**src/logic/sadc_pkg.sv**
```systemverilog
// Constants shared by the serial converter interface and sequencer.
// Assumes a 10 MHz system clock that oversamples the serial pins.
package sadc_pkg;
  localparam int RES_BITS = 10;
  localparam int CTRL_BITS = 8;
  localparam logic [3:0] TRACK_AFTER_BIT = 4'h5;
  localparam logic [3:0] HOLD_AFTER_BIT = 4'h8;
  // Control byte field positions
  localparam int POS_SEL_HI = 6;
  localparam int POS_SEL_MID = 5;
  localparam int POS_SEL_LO = 4;
  localparam int POS_POLARITY = 3;
  localparam int POS_INPUT_MODE = 2;
  localparam int POS_MODE_HI = 1;
  localparam int POS_MODE_LO = 0;
  // Mode encodings
  localparam logic [1:0] MODE_FULL_PD = 2'h0;
  localparam logic [1:0] MODE_FAST_PD = 2'h1;
  localparam logic [1:0] MODE_INT_CLK = 2'h2;
  localparam logic [1:0] MODE_EXT_CLK = 2'h3;
  // Reset values and the first SAR trial code
  localparam logic [1:0] MODE_RESET = MODE_FULL_PD;
  // Pin idle levels in sync order {sclk, cs_n, din, cmp}: no false select after reset
  localparam logic [3:0] PIN_SYNC_RESET = 4'h4;
  localparam logic [RES_BITS-1:0] SAR_FIRST_TRIAL = 10'h200;
  // Internal conversion clock: one approximation step per period
  localparam int CLK_PERIOD_NS = 100;
  localparam int INT_STEP_NS = 1000;
  localparam int INT_STEP_CYC_I = (INT_STEP_NS + CLK_PERIOD_NS - 1) / CLK_PERIOD_NS;
  localparam logic [7:0] INT_STEP_CYC = INT_STEP_CYC_I[7:0];
  typedef enum logic [2:0] {SADC_IDLE, SADC_SHIFT, SADC_EXT_CONV, SADC_INT_CONV,
    SADC_READOUT} sadc_state_t;
endpackage

```
**src/logic/sadc_top.sv**
```systemverilog
// Serial interface and conversion sequencer of an 8-channel 10-bit converter.
// Assumes analog mux, capacitor DAC and comparator sit outside; pins are asynchronous.
`timescale 1ns/1ps
`default_nettype none
module sadc_top
  import sadc_pkg::*;
(
  // System
  input wire logic clk,
  input wire logic sys_rst,
  // Serial pins
  input wire logic sclk,
  input wire logic cs_n,
  input wire logic din,
  output logic dout,
  output logic dout_oe,
  output logic conversion_strobe_out,
  output logic conversion_strobe_oe,
  // Analog front end
  input wire logic cmp_keep,
  output logic [2:0] pos_chan,
  output logic [2:0] neg_chan,
  output logic neg_to_ground,
  output logic track_hold_track,
  output logic sampling_capacitor_to_pos,
  output logic [RES_BITS-1:0] dac_trial,
  // Status
  output logic [RES_BITS-1:0] result,
  output logic [1:0] power_mode,
  output logic polarity_select,
  output logic input_mode_select,
  output logic busy
);
  function automatic logic [RES_BITS-1:0] sar_step(input logic [RES_BITS-1:0] code,
                                                   input logic [3:0] idx,
                                                   input logic keep);
    logic [RES_BITS-1:0] nxt;
    nxt = code;
    nxt[idx] = keep;
    if (idx != 4'h0) begin
      nxt[idx - 4'h1] = 1'b1;
    end
    return nxt;
  endfunction

  logic [3:0] pins_sync;
  logic sclk_s;
  logic cs_n_s;
  logic din_s;
  logic cmp_s;
  logic sclk_d;
  sadc_state_t state;
  logic [CTRL_BITS-1:0] ctrl_sh;
  logic [3:0] bit_cnt;
  logic [3:0] step_idx;
  logic [7:0] step_timer;
  logic [RES_BITS-1:0] out_sh;
  logic ext_mode;
  logic [2:0] sel_code;

  // Every pin, comparator included, is resampled twice before use
  sadc_sync #(.WIDTH(4), .RESET_VAL(PIN_SYNC_RESET)) u_sync (
    .clk(clk),
    .sys_rst(sys_rst),
    .async_in({sclk, cs_n, din, cmp_keep}),
    .sync_out(pins_sync)
  );

  assign sclk_s = pins_sync[3];
  assign cs_n_s = pins_sync[2];
  assign din_s = pins_sync[1];
  assign cmp_s = pins_sync[0];

  wire sclk_rise = sclk_s & ~sclk_d;
  wire sclk_fall = ~sclk_s & sclk_d;
  wire selected = ~cs_n_s;
  wire shift_rise = sclk_rise & selected;
  wire shift_fall = sclk_fall & selected;
  wire ctrl_done = shift_fall && state == SADC_SHIFT && bit_cnt == HOLD_AFTER_BIT;
  wire [1:0] ctrl_mode = {ctrl_sh[POS_MODE_HI], ctrl_sh[POS_MODE_LO]};
  wire step_due = state == SADC_INT_CONV && step_timer == 8'h01;
  wire [RES_BITS-1:0] int_next = sar_step(dac_trial, step_idx, cmp_s);
  wire [RES_BITS-1:0] ext_next = sar_step(dac_trial, step_idx, cmp_s);
  // Mode high bit still sits in the lowest place at the eighth rise
  wire ext_pulse_prep = shift_rise && state == SADC_SHIFT && bit_cnt == HOLD_AFTER_BIT - 4'h1
                        && {ctrl_sh[POS_MODE_LO], din_s} == MODE_EXT_CLK;

  // Channel index order follows the select code as {mid, lo, hi}
  assign pos_chan = {sel_code[1], sel_code[0], sel_code[2]};
  assign neg_chan = {sel_code[1], sel_code[0], ~sel_code[2]};
  assign neg_to_ground = input_mode_select;

  // dout floats whenever chip select is high; the strobe does so only in external-clock mode
  assign dout_oe = selected;
  assign conversion_strobe_oe = ext_mode ? selected : 1'b1;
  assign busy = state == SADC_EXT_CONV || state == SADC_INT_CONV;

  always_ff @(posedge clk) begin
    if (sys_rst) begin
      sclk_d <= 1'b0;
    end else begin
      sclk_d <= sclk_s;
    end
  end

  // Sequencer
  always_ff @(posedge clk) begin
    if (sys_rst) begin
      state <= SADC_IDLE;
      ctrl_sh <= '0;
      bit_cnt <= 4'h0;
    end else if (cs_n_s && state != SADC_INT_CONV) begin
      // Internal conversions survive a deselect; everything else restarts
      state <= SADC_IDLE;
      ctrl_sh <= '0;
      bit_cnt <= 4'h0;
    end else if (shift_rise && (state == SADC_IDLE || state == SADC_READOUT)) begin
      if (din_s) begin
        ctrl_sh <= {{(CTRL_BITS-1){1'b0}}, 1'b1};
        bit_cnt <= 4'h1;
        state <= SADC_SHIFT;
      end
    end else if (shift_rise && state == SADC_SHIFT && bit_cnt != HOLD_AFTER_BIT) begin
      ctrl_sh <= {ctrl_sh[CTRL_BITS-2:0], din_s};
      bit_cnt <= bit_cnt + 4'h1;
    end else if (ctrl_done) begin
      unique case (ctrl_mode)
        MODE_EXT_CLK: state <= SADC_EXT_CONV;
        MODE_INT_CLK: state <= SADC_INT_CONV;
        MODE_FULL_PD, MODE_FAST_PD: state <= SADC_IDLE;
      endcase
    end else if (state == SADC_EXT_CONV && shift_fall && !conversion_strobe_out
                 && step_idx == 4'h0) begin
      state <= SADC_IDLE;
    end else if (step_due && step_idx == 4'h0) begin
      state <= SADC_READOUT;
    end
  end

  // Latched control fields and track/hold switching
  always_ff @(posedge clk) begin
    if (sys_rst) begin
      sel_code <= 3'h0;
      polarity_select <= 1'b1;
      input_mode_select <= 1'b1;
      power_mode <= MODE_RESET;
      ext_mode <= 1'b0;
      track_hold_track <= 1'b0;
    end else if (shift_fall && state == SADC_SHIFT && bit_cnt == TRACK_AFTER_BIT) begin
      track_hold_track <= 1'b1;
    end else if (ctrl_done) begin
      track_hold_track <= 1'b0;
      sel_code <= {ctrl_sh[POS_SEL_HI], ctrl_sh[POS_SEL_MID], ctrl_sh[POS_SEL_LO]};
      polarity_select <= ctrl_sh[POS_POLARITY];
      input_mode_select <= ctrl_sh[POS_INPUT_MODE];
      power_mode <= ctrl_mode;
      ext_mode <= ctrl_mode == MODE_EXT_CLK;
    end
  end

  // Successive approximation and strobe
  always_ff @(posedge clk) begin
    if (sys_rst) begin
      dac_trial <= '0;
      step_idx <= 4'h0;
      step_timer <= 8'h0;
      result <= '0;
      conversion_strobe_out <= 1'b1;
      sampling_capacitor_to_pos <= 1'b1;
    end else if (ctrl_done && ctrl_mode[1]) begin
      dac_trial <= SAR_FIRST_TRIAL;
      step_idx <= 4'(RES_BITS - 1);
      step_timer <= INT_STEP_CYC;
      sampling_capacitor_to_pos <= 1'b0;
      conversion_strobe_out <= ctrl_mode == MODE_EXT_CLK;
    end else if (ext_pulse_prep) begin
      // Low first, so the external pulse has a rising edge
      conversion_strobe_out <= 1'b0;
    end else if (state == SADC_EXT_CONV && shift_fall) begin
      if (conversion_strobe_out) begin
        conversion_strobe_out <= 1'b0;
      end
      dac_trial <= ext_next;
      if (step_idx == 4'h0) begin
        result <= ext_next;
        sampling_capacitor_to_pos <= 1'b1;
      end else begin
        step_idx <= step_idx - 4'h1;
      end
    end else if (state == SADC_EXT_CONV && cs_n_s) begin
      // Deselect aborts an external-clock conversion
      sampling_capacitor_to_pos <= 1'b1;
      conversion_strobe_out <= 1'b0;
    end else if (state == SADC_INT_CONV) begin
      step_timer <= step_due ? INT_STEP_CYC : step_timer - 8'h01;
      if (step_due) begin
        dac_trial <= int_next;
        if (step_idx == 4'h0) begin
          result <= int_next;
          conversion_strobe_out <= 1'b1;
          sampling_capacitor_to_pos <= 1'b1;
        end else begin
          step_idx <= step_idx - 4'h1;
        end
      end
    end
  end

  // Serial result output, MSB first, zeros after the LSB
  always_ff @(posedge clk) begin
    if (sys_rst) begin
      dout <= 1'b0;
      out_sh <= '0;
    end else if (step_due && step_idx == 4'h0) begin
      dout <= int_next[RES_BITS-1];
      out_sh <= {int_next[RES_BITS-2:0], 1'b0};
    end else if (shift_fall && state == SADC_EXT_CONV) begin
      // Each decision goes out as it is made, MSB at the strobe's fall
      dout <= cmp_s;
      out_sh <= '0;
    end else if (shift_fall) begin
      dout <= out_sh[RES_BITS-1];
      out_sh <= {out_sh[RES_BITS-2:0], 1'b0};
    end
  end
endmodule
`default_nettype wire

```
**src/logic/sadc_sync.sv**
```systemverilog
// Two-stage synchroniser for pins that arrive from outside the clock domain.
// Assumes each bit is an independent level; no multi-bit coherence is given.
`timescale 1ns/1ps
`default_nettype none
module sadc_sync #(
  parameter int WIDTH = 1,
  parameter logic [WIDTH-1:0] RESET_VAL = '0
) (
  // System
  input wire logic clk,
  input wire logic sys_rst,
  // Levels
  input wire logic [WIDTH-1:0] async_in,
  output logic [WIDTH-1:0] sync_out
);
  logic [WIDTH-1:0] meta;

  always_ff @(posedge clk) begin
    if (sys_rst) begin
      meta <= RESET_VAL;
      sync_out <= RESET_VAL;
    end else begin
      meta <= async_in;
      sync_out <= meta;
    end
  end
endmodule
`default_nettype wire

```
**config.mk**
```make
export PLATFORM = sky130hd
export DESIGN_NAME = sadc_top
export DESIGN_NICKNAME = d
export VERILOG_FILES = /design/src/logic/sadc_pkg.sv /design/src/logic/sadc_top.sv /design/src/logic/sadc_sync.sv
export SDC_FILE = /design/constraint.sdc
export NUM_CORES = 1
export LEC_CHECK = 0
export ABC_CLOCK_PERIOD_IN_PS = 2300
export BUFFER_PORTS_ARGS = -buffer_cell sky130_fd_sc_hd__buf_2
export CORE_ASPECT_RATIO = 1.4
export CORE_MARGIN = 2
export CORE_UTILIZATION = 40
export CTS_CLUSTER_SIZE = 8
export DETAILED_ROUTE_END_ITERATION = 8
export GPL_ROUTABILITY_DRIVEN = 0
export MAX_ROUTING_LAYER = met4
export PLACE_DENSITY = 0.63
export RECOVER_POWER = 25
export SLEW_MARGIN = 20
export SYNTH_ARGS = -nofsm -noshare
export SYNTH_HDL_FRONTEND = slang
export SYNTH_SLANG_ARGS = --single-unit
```
**constraint.sdc**
```tcl
create_clock -name clk -period 2.3 [get_ports clk]
set_input_delay 0.115 -clock clk [delete_from_list [all_inputs] [get_ports clk]]
set_output_delay 0.115 -clock clk [all_outputs]
set_load 0.02 [all_outputs]
```
==> impl_metrics.tcl <==
set metrics [dict create \
    max-vdd-ir-drop_mv 0.459 \
    crit_type "flop to flop" \
    dr.pass1.iters 4 \
    grt_pass1_vias 2940 \
    synthCells 396 \
    start_util_pct 41.5 \
    synthSimpleGateAreaFrac_pct 23.1 \
    critPathCaptureType "flop" \
    yosysTopAreaCell "dfxtp_1" \
    synth_top_area_share_pct 42.6 \
    drv_cap 0 \
    synth_commonest_cells "dfxtp_1 (76), nor2_1 (53), nand2_1 (28)" \
    status "finished, final reports clean" \
    powerDensity_nw_per_um2 635 \
    grt_first_pass_wirelength_mm 14.1 \
    dpl_cell_area_um2 3940 \
    ant_nets 0 \
    area_growth_pct 18.8 \
    cts_tree "built" \
    grt_max_degree 27 \
    root_buffer "clkbuf_16" \
    drc_errors 0 \
    swShare_pct 21.8 \
    hpwl_mm 6.23 \
    drive_gt1_share_pct 17.7 \
    min_path_type "input port to flop" \
    arrival_ns 2.35 \
    seq_area_frac_synth_pct 42.6 \
    relSlewSlack_pct 66.7 \
    drv_slew 0 \
    synth_top_family_by_area "simple AND/OR/NAND/NOR gates" \
    final_util_pct 49.2 \
    drt-initial-drc-count 129 \
    vias 3018 \
    power_leakage_nw 1.57 \
    cts.clk_slew.worst_paths_ns 0.06 \
    cts_setup_buffers 0 \
    critPathLaunchType "flop" \
    clock_latency_ns 0.34 \
    hold_viol 0 \
    routed_wl_mm 8.44 \
    core_area_um2 8610 \
    clock-sinks 76 \
    io_buffers 43 \
    synth-edff-count 0 \
    ys_ff_latch 76 \
    grt_antenna_before_repair 0 \
    critPathRequiredTime_ns 2.51 \
    worstMarginPinSlew_ns 0.498 \
    rsz0062_at_grt "no" \
    synth_flop_cell "dfxtp_1" \
    cts_buffers 9 \
    synth_most_common_cell "dfxtp_1" \
    p_int_mw 2.11 \
    final_cell_area_um2 4240 \
    synth_area_um2 3570 \
    die_width_um 83.8 \
    synthAdderAreaFrac_pct 3.86 \
    synth_nets 413 \
    synth_cell_type_count 60 \
    grt_overflow_total 0 \
    core.rowCount 40 \
    avgRoutedWirePerCell_um 15.2 \
    dieArea_um2 9710 \
    max-clock-path-buffers 2 \
    n_antenna_cell 0 \
    setup_tns_ns 0 \
    min_period_ns 2.14 \
    ys_top_cells_by_area "dfxtp_1 (43%), nor2_1 (5.6%), a211oi_1 (5.3%)" \
    power.share.clock_pct 48.8 \
    critPathMaxFanout 7 \
    h-tree-depth 3 \
    combPwrFrac_pct 1.9 \
    fin_skew_ns 0.00824 \
    synth_compound_area_share_pct 20.4 \
    synthArstFlopShare_pct 0 \
    nets 463 \
    switchingPower_uw 588 \
    globalRouteTotalUtil_pct 18.8 \
    synth_mux_area_share_pct 3.93 \
    ios 44 \
    fp.dieH_um 116 \
    pwr-share-seq_pct 49.4 \
    timing.final.crit_share_pct 93.1 \
    synth_xor_area_share_pct 1.47 \
    yosysWarnings 0 \
    routed_via_density 5.43 \
    fmax_mhz 467 \
    avgSynthCellArea_um2 9.01 \
    setup_viol 0 \
]
cell families after synthesis:
kind of cell	count (synthesis)
DFF	76
adders and majority gates	11
AOI/OAI and AO/OA	104
xor gates and xnor gates	6
muxes	14
buffers and inverters	37
and+or+nand+nor	148
stage by stage:
step / hold WS (ns) / worst slack, ns / power [mW] / cells
after detailed placement: 0.308 / 0.171 / 1.40 / 536
after global placement: 0.300 / 0.214 / 1.40 / 536
final: 0.214 / 0.159 / 2.69 / 556
after global routing: 0.242 / 0.0509 / 2.78 / 556
after CTS: 0.211 / 0.159 / 2.73 / 556
after floorplan: 0.219 / 0.283 / 1.39 / 396
registers in the layout, summed over array words and instances (netlist names), 4 cells and up, named ones only:
signal	flops
bit_cnt	4
ctrl_sh	7
u_sync.meta	4
dac_trial	10
u_sync.sync_out	4
out_sh	9
step_timer	8
result	10
path summary, 6_finish.rpt:
kind                              from                            end  slack [ns]  cells after the start
max reg2reg   step_idx[0]$_SDFFE_PP0P_          state[0]$_SDFFE_PP0P_        0.16                      7
max           step_idx[0]$_SDFFE_PP0P_          state[0]$_SDFFE_PP0P_        0.16                      7
min reg2reg  u_sync.meta[2]$_SDFF_PP1_  u_sync.sync_out[2]$_SDFF_PP1_        0.41                      1
min                            sys_rst       sel_code[1]$_SDFFE_PP0P_        0.21                      2
layer usage:
layer | global-route usage (%) | vias to the layer above | part of all wire (%)
met5 | - | - | 0
met4 | 9.03 | 0 | 3.1
met3 | 4.06 | 19 | 3.7
met2 | 32.4 | 68 | 50
met1 | 20.6 | 1403 | 43
li1 | - | 1528 | -
critical path, cell delays in order (launching register included):
cell	delay [ns]
dfxtp_1	0.37
inv_1	0.14
ha_1	0.18
or3b_4	0.42
or4_4	0.55
nand4_2	0.12
mux2i_1	0.20
nor2_1	0.05
power groups by stage:
stage               clock network (mW)  logic, mW  registers [mW]
floorplan                            0     0.0321            1.35
CTS                               1.35     0.0511            1.33
global placement                     0     0.0458            1.36
finish                            1.31     0.0505            1.33
detailed placement                   0     0.0460            1.36
global route                      1.39     0.0560            1.33
repair_timing:
action                     4_1_cts  5_1_grt
hold endpoints to repair         4        0
hold buffers                     4        0
setup endpoints to repair        0        3
gates resized for setup          0        1
placed cells by master (no fill, tap or decap), types with 4 or more instances in the layout:
master / Yosys / layout
xnor2_1: 4 / 4
nand2_1: 28 / 28
dlygate4sd3_1: 0 / 4
mux2i_1: 14 / 14
buf_2: 6 / 24
ha_1: 11 / 11
clkbuf_16: 0 / 9
nand2b_1: 4 / 4
nor2_1: 53 / 53
nand3b_1: 5 / 5
a31oi_1: 5 / 5
and3_1: 4 / 4
inv_1: 11 / 11
clkbuf_1: 15 / 20
a21boi_0: 4 / 4
a22oi_1: 5 / 5
a221oi_1: 9 / 8
nor2b_1: 14 / 14
a211oi_1: 25 / 25
o21ai_0: 10 / 10
nand3_1: 5 / 5
a21oi_1: 27 / 27
dfxtp_1: 76 / 76
buf_4: 3 / 17
nand4_1: 6 / 6
area by class of cell:
type | count | area, µm²
fillers | 851 | 4370
clock inverters | 5 | 35.0
clock buffers | 11 | 243
inverters | 11 | 41.3
flip-flops and latches | 76 | 1520
well taps | 105 | 131
repair buffers | 65 | 379
multi-input cells | 283 | 1890
Note: power is estimated with default switching activity, not from simulation.
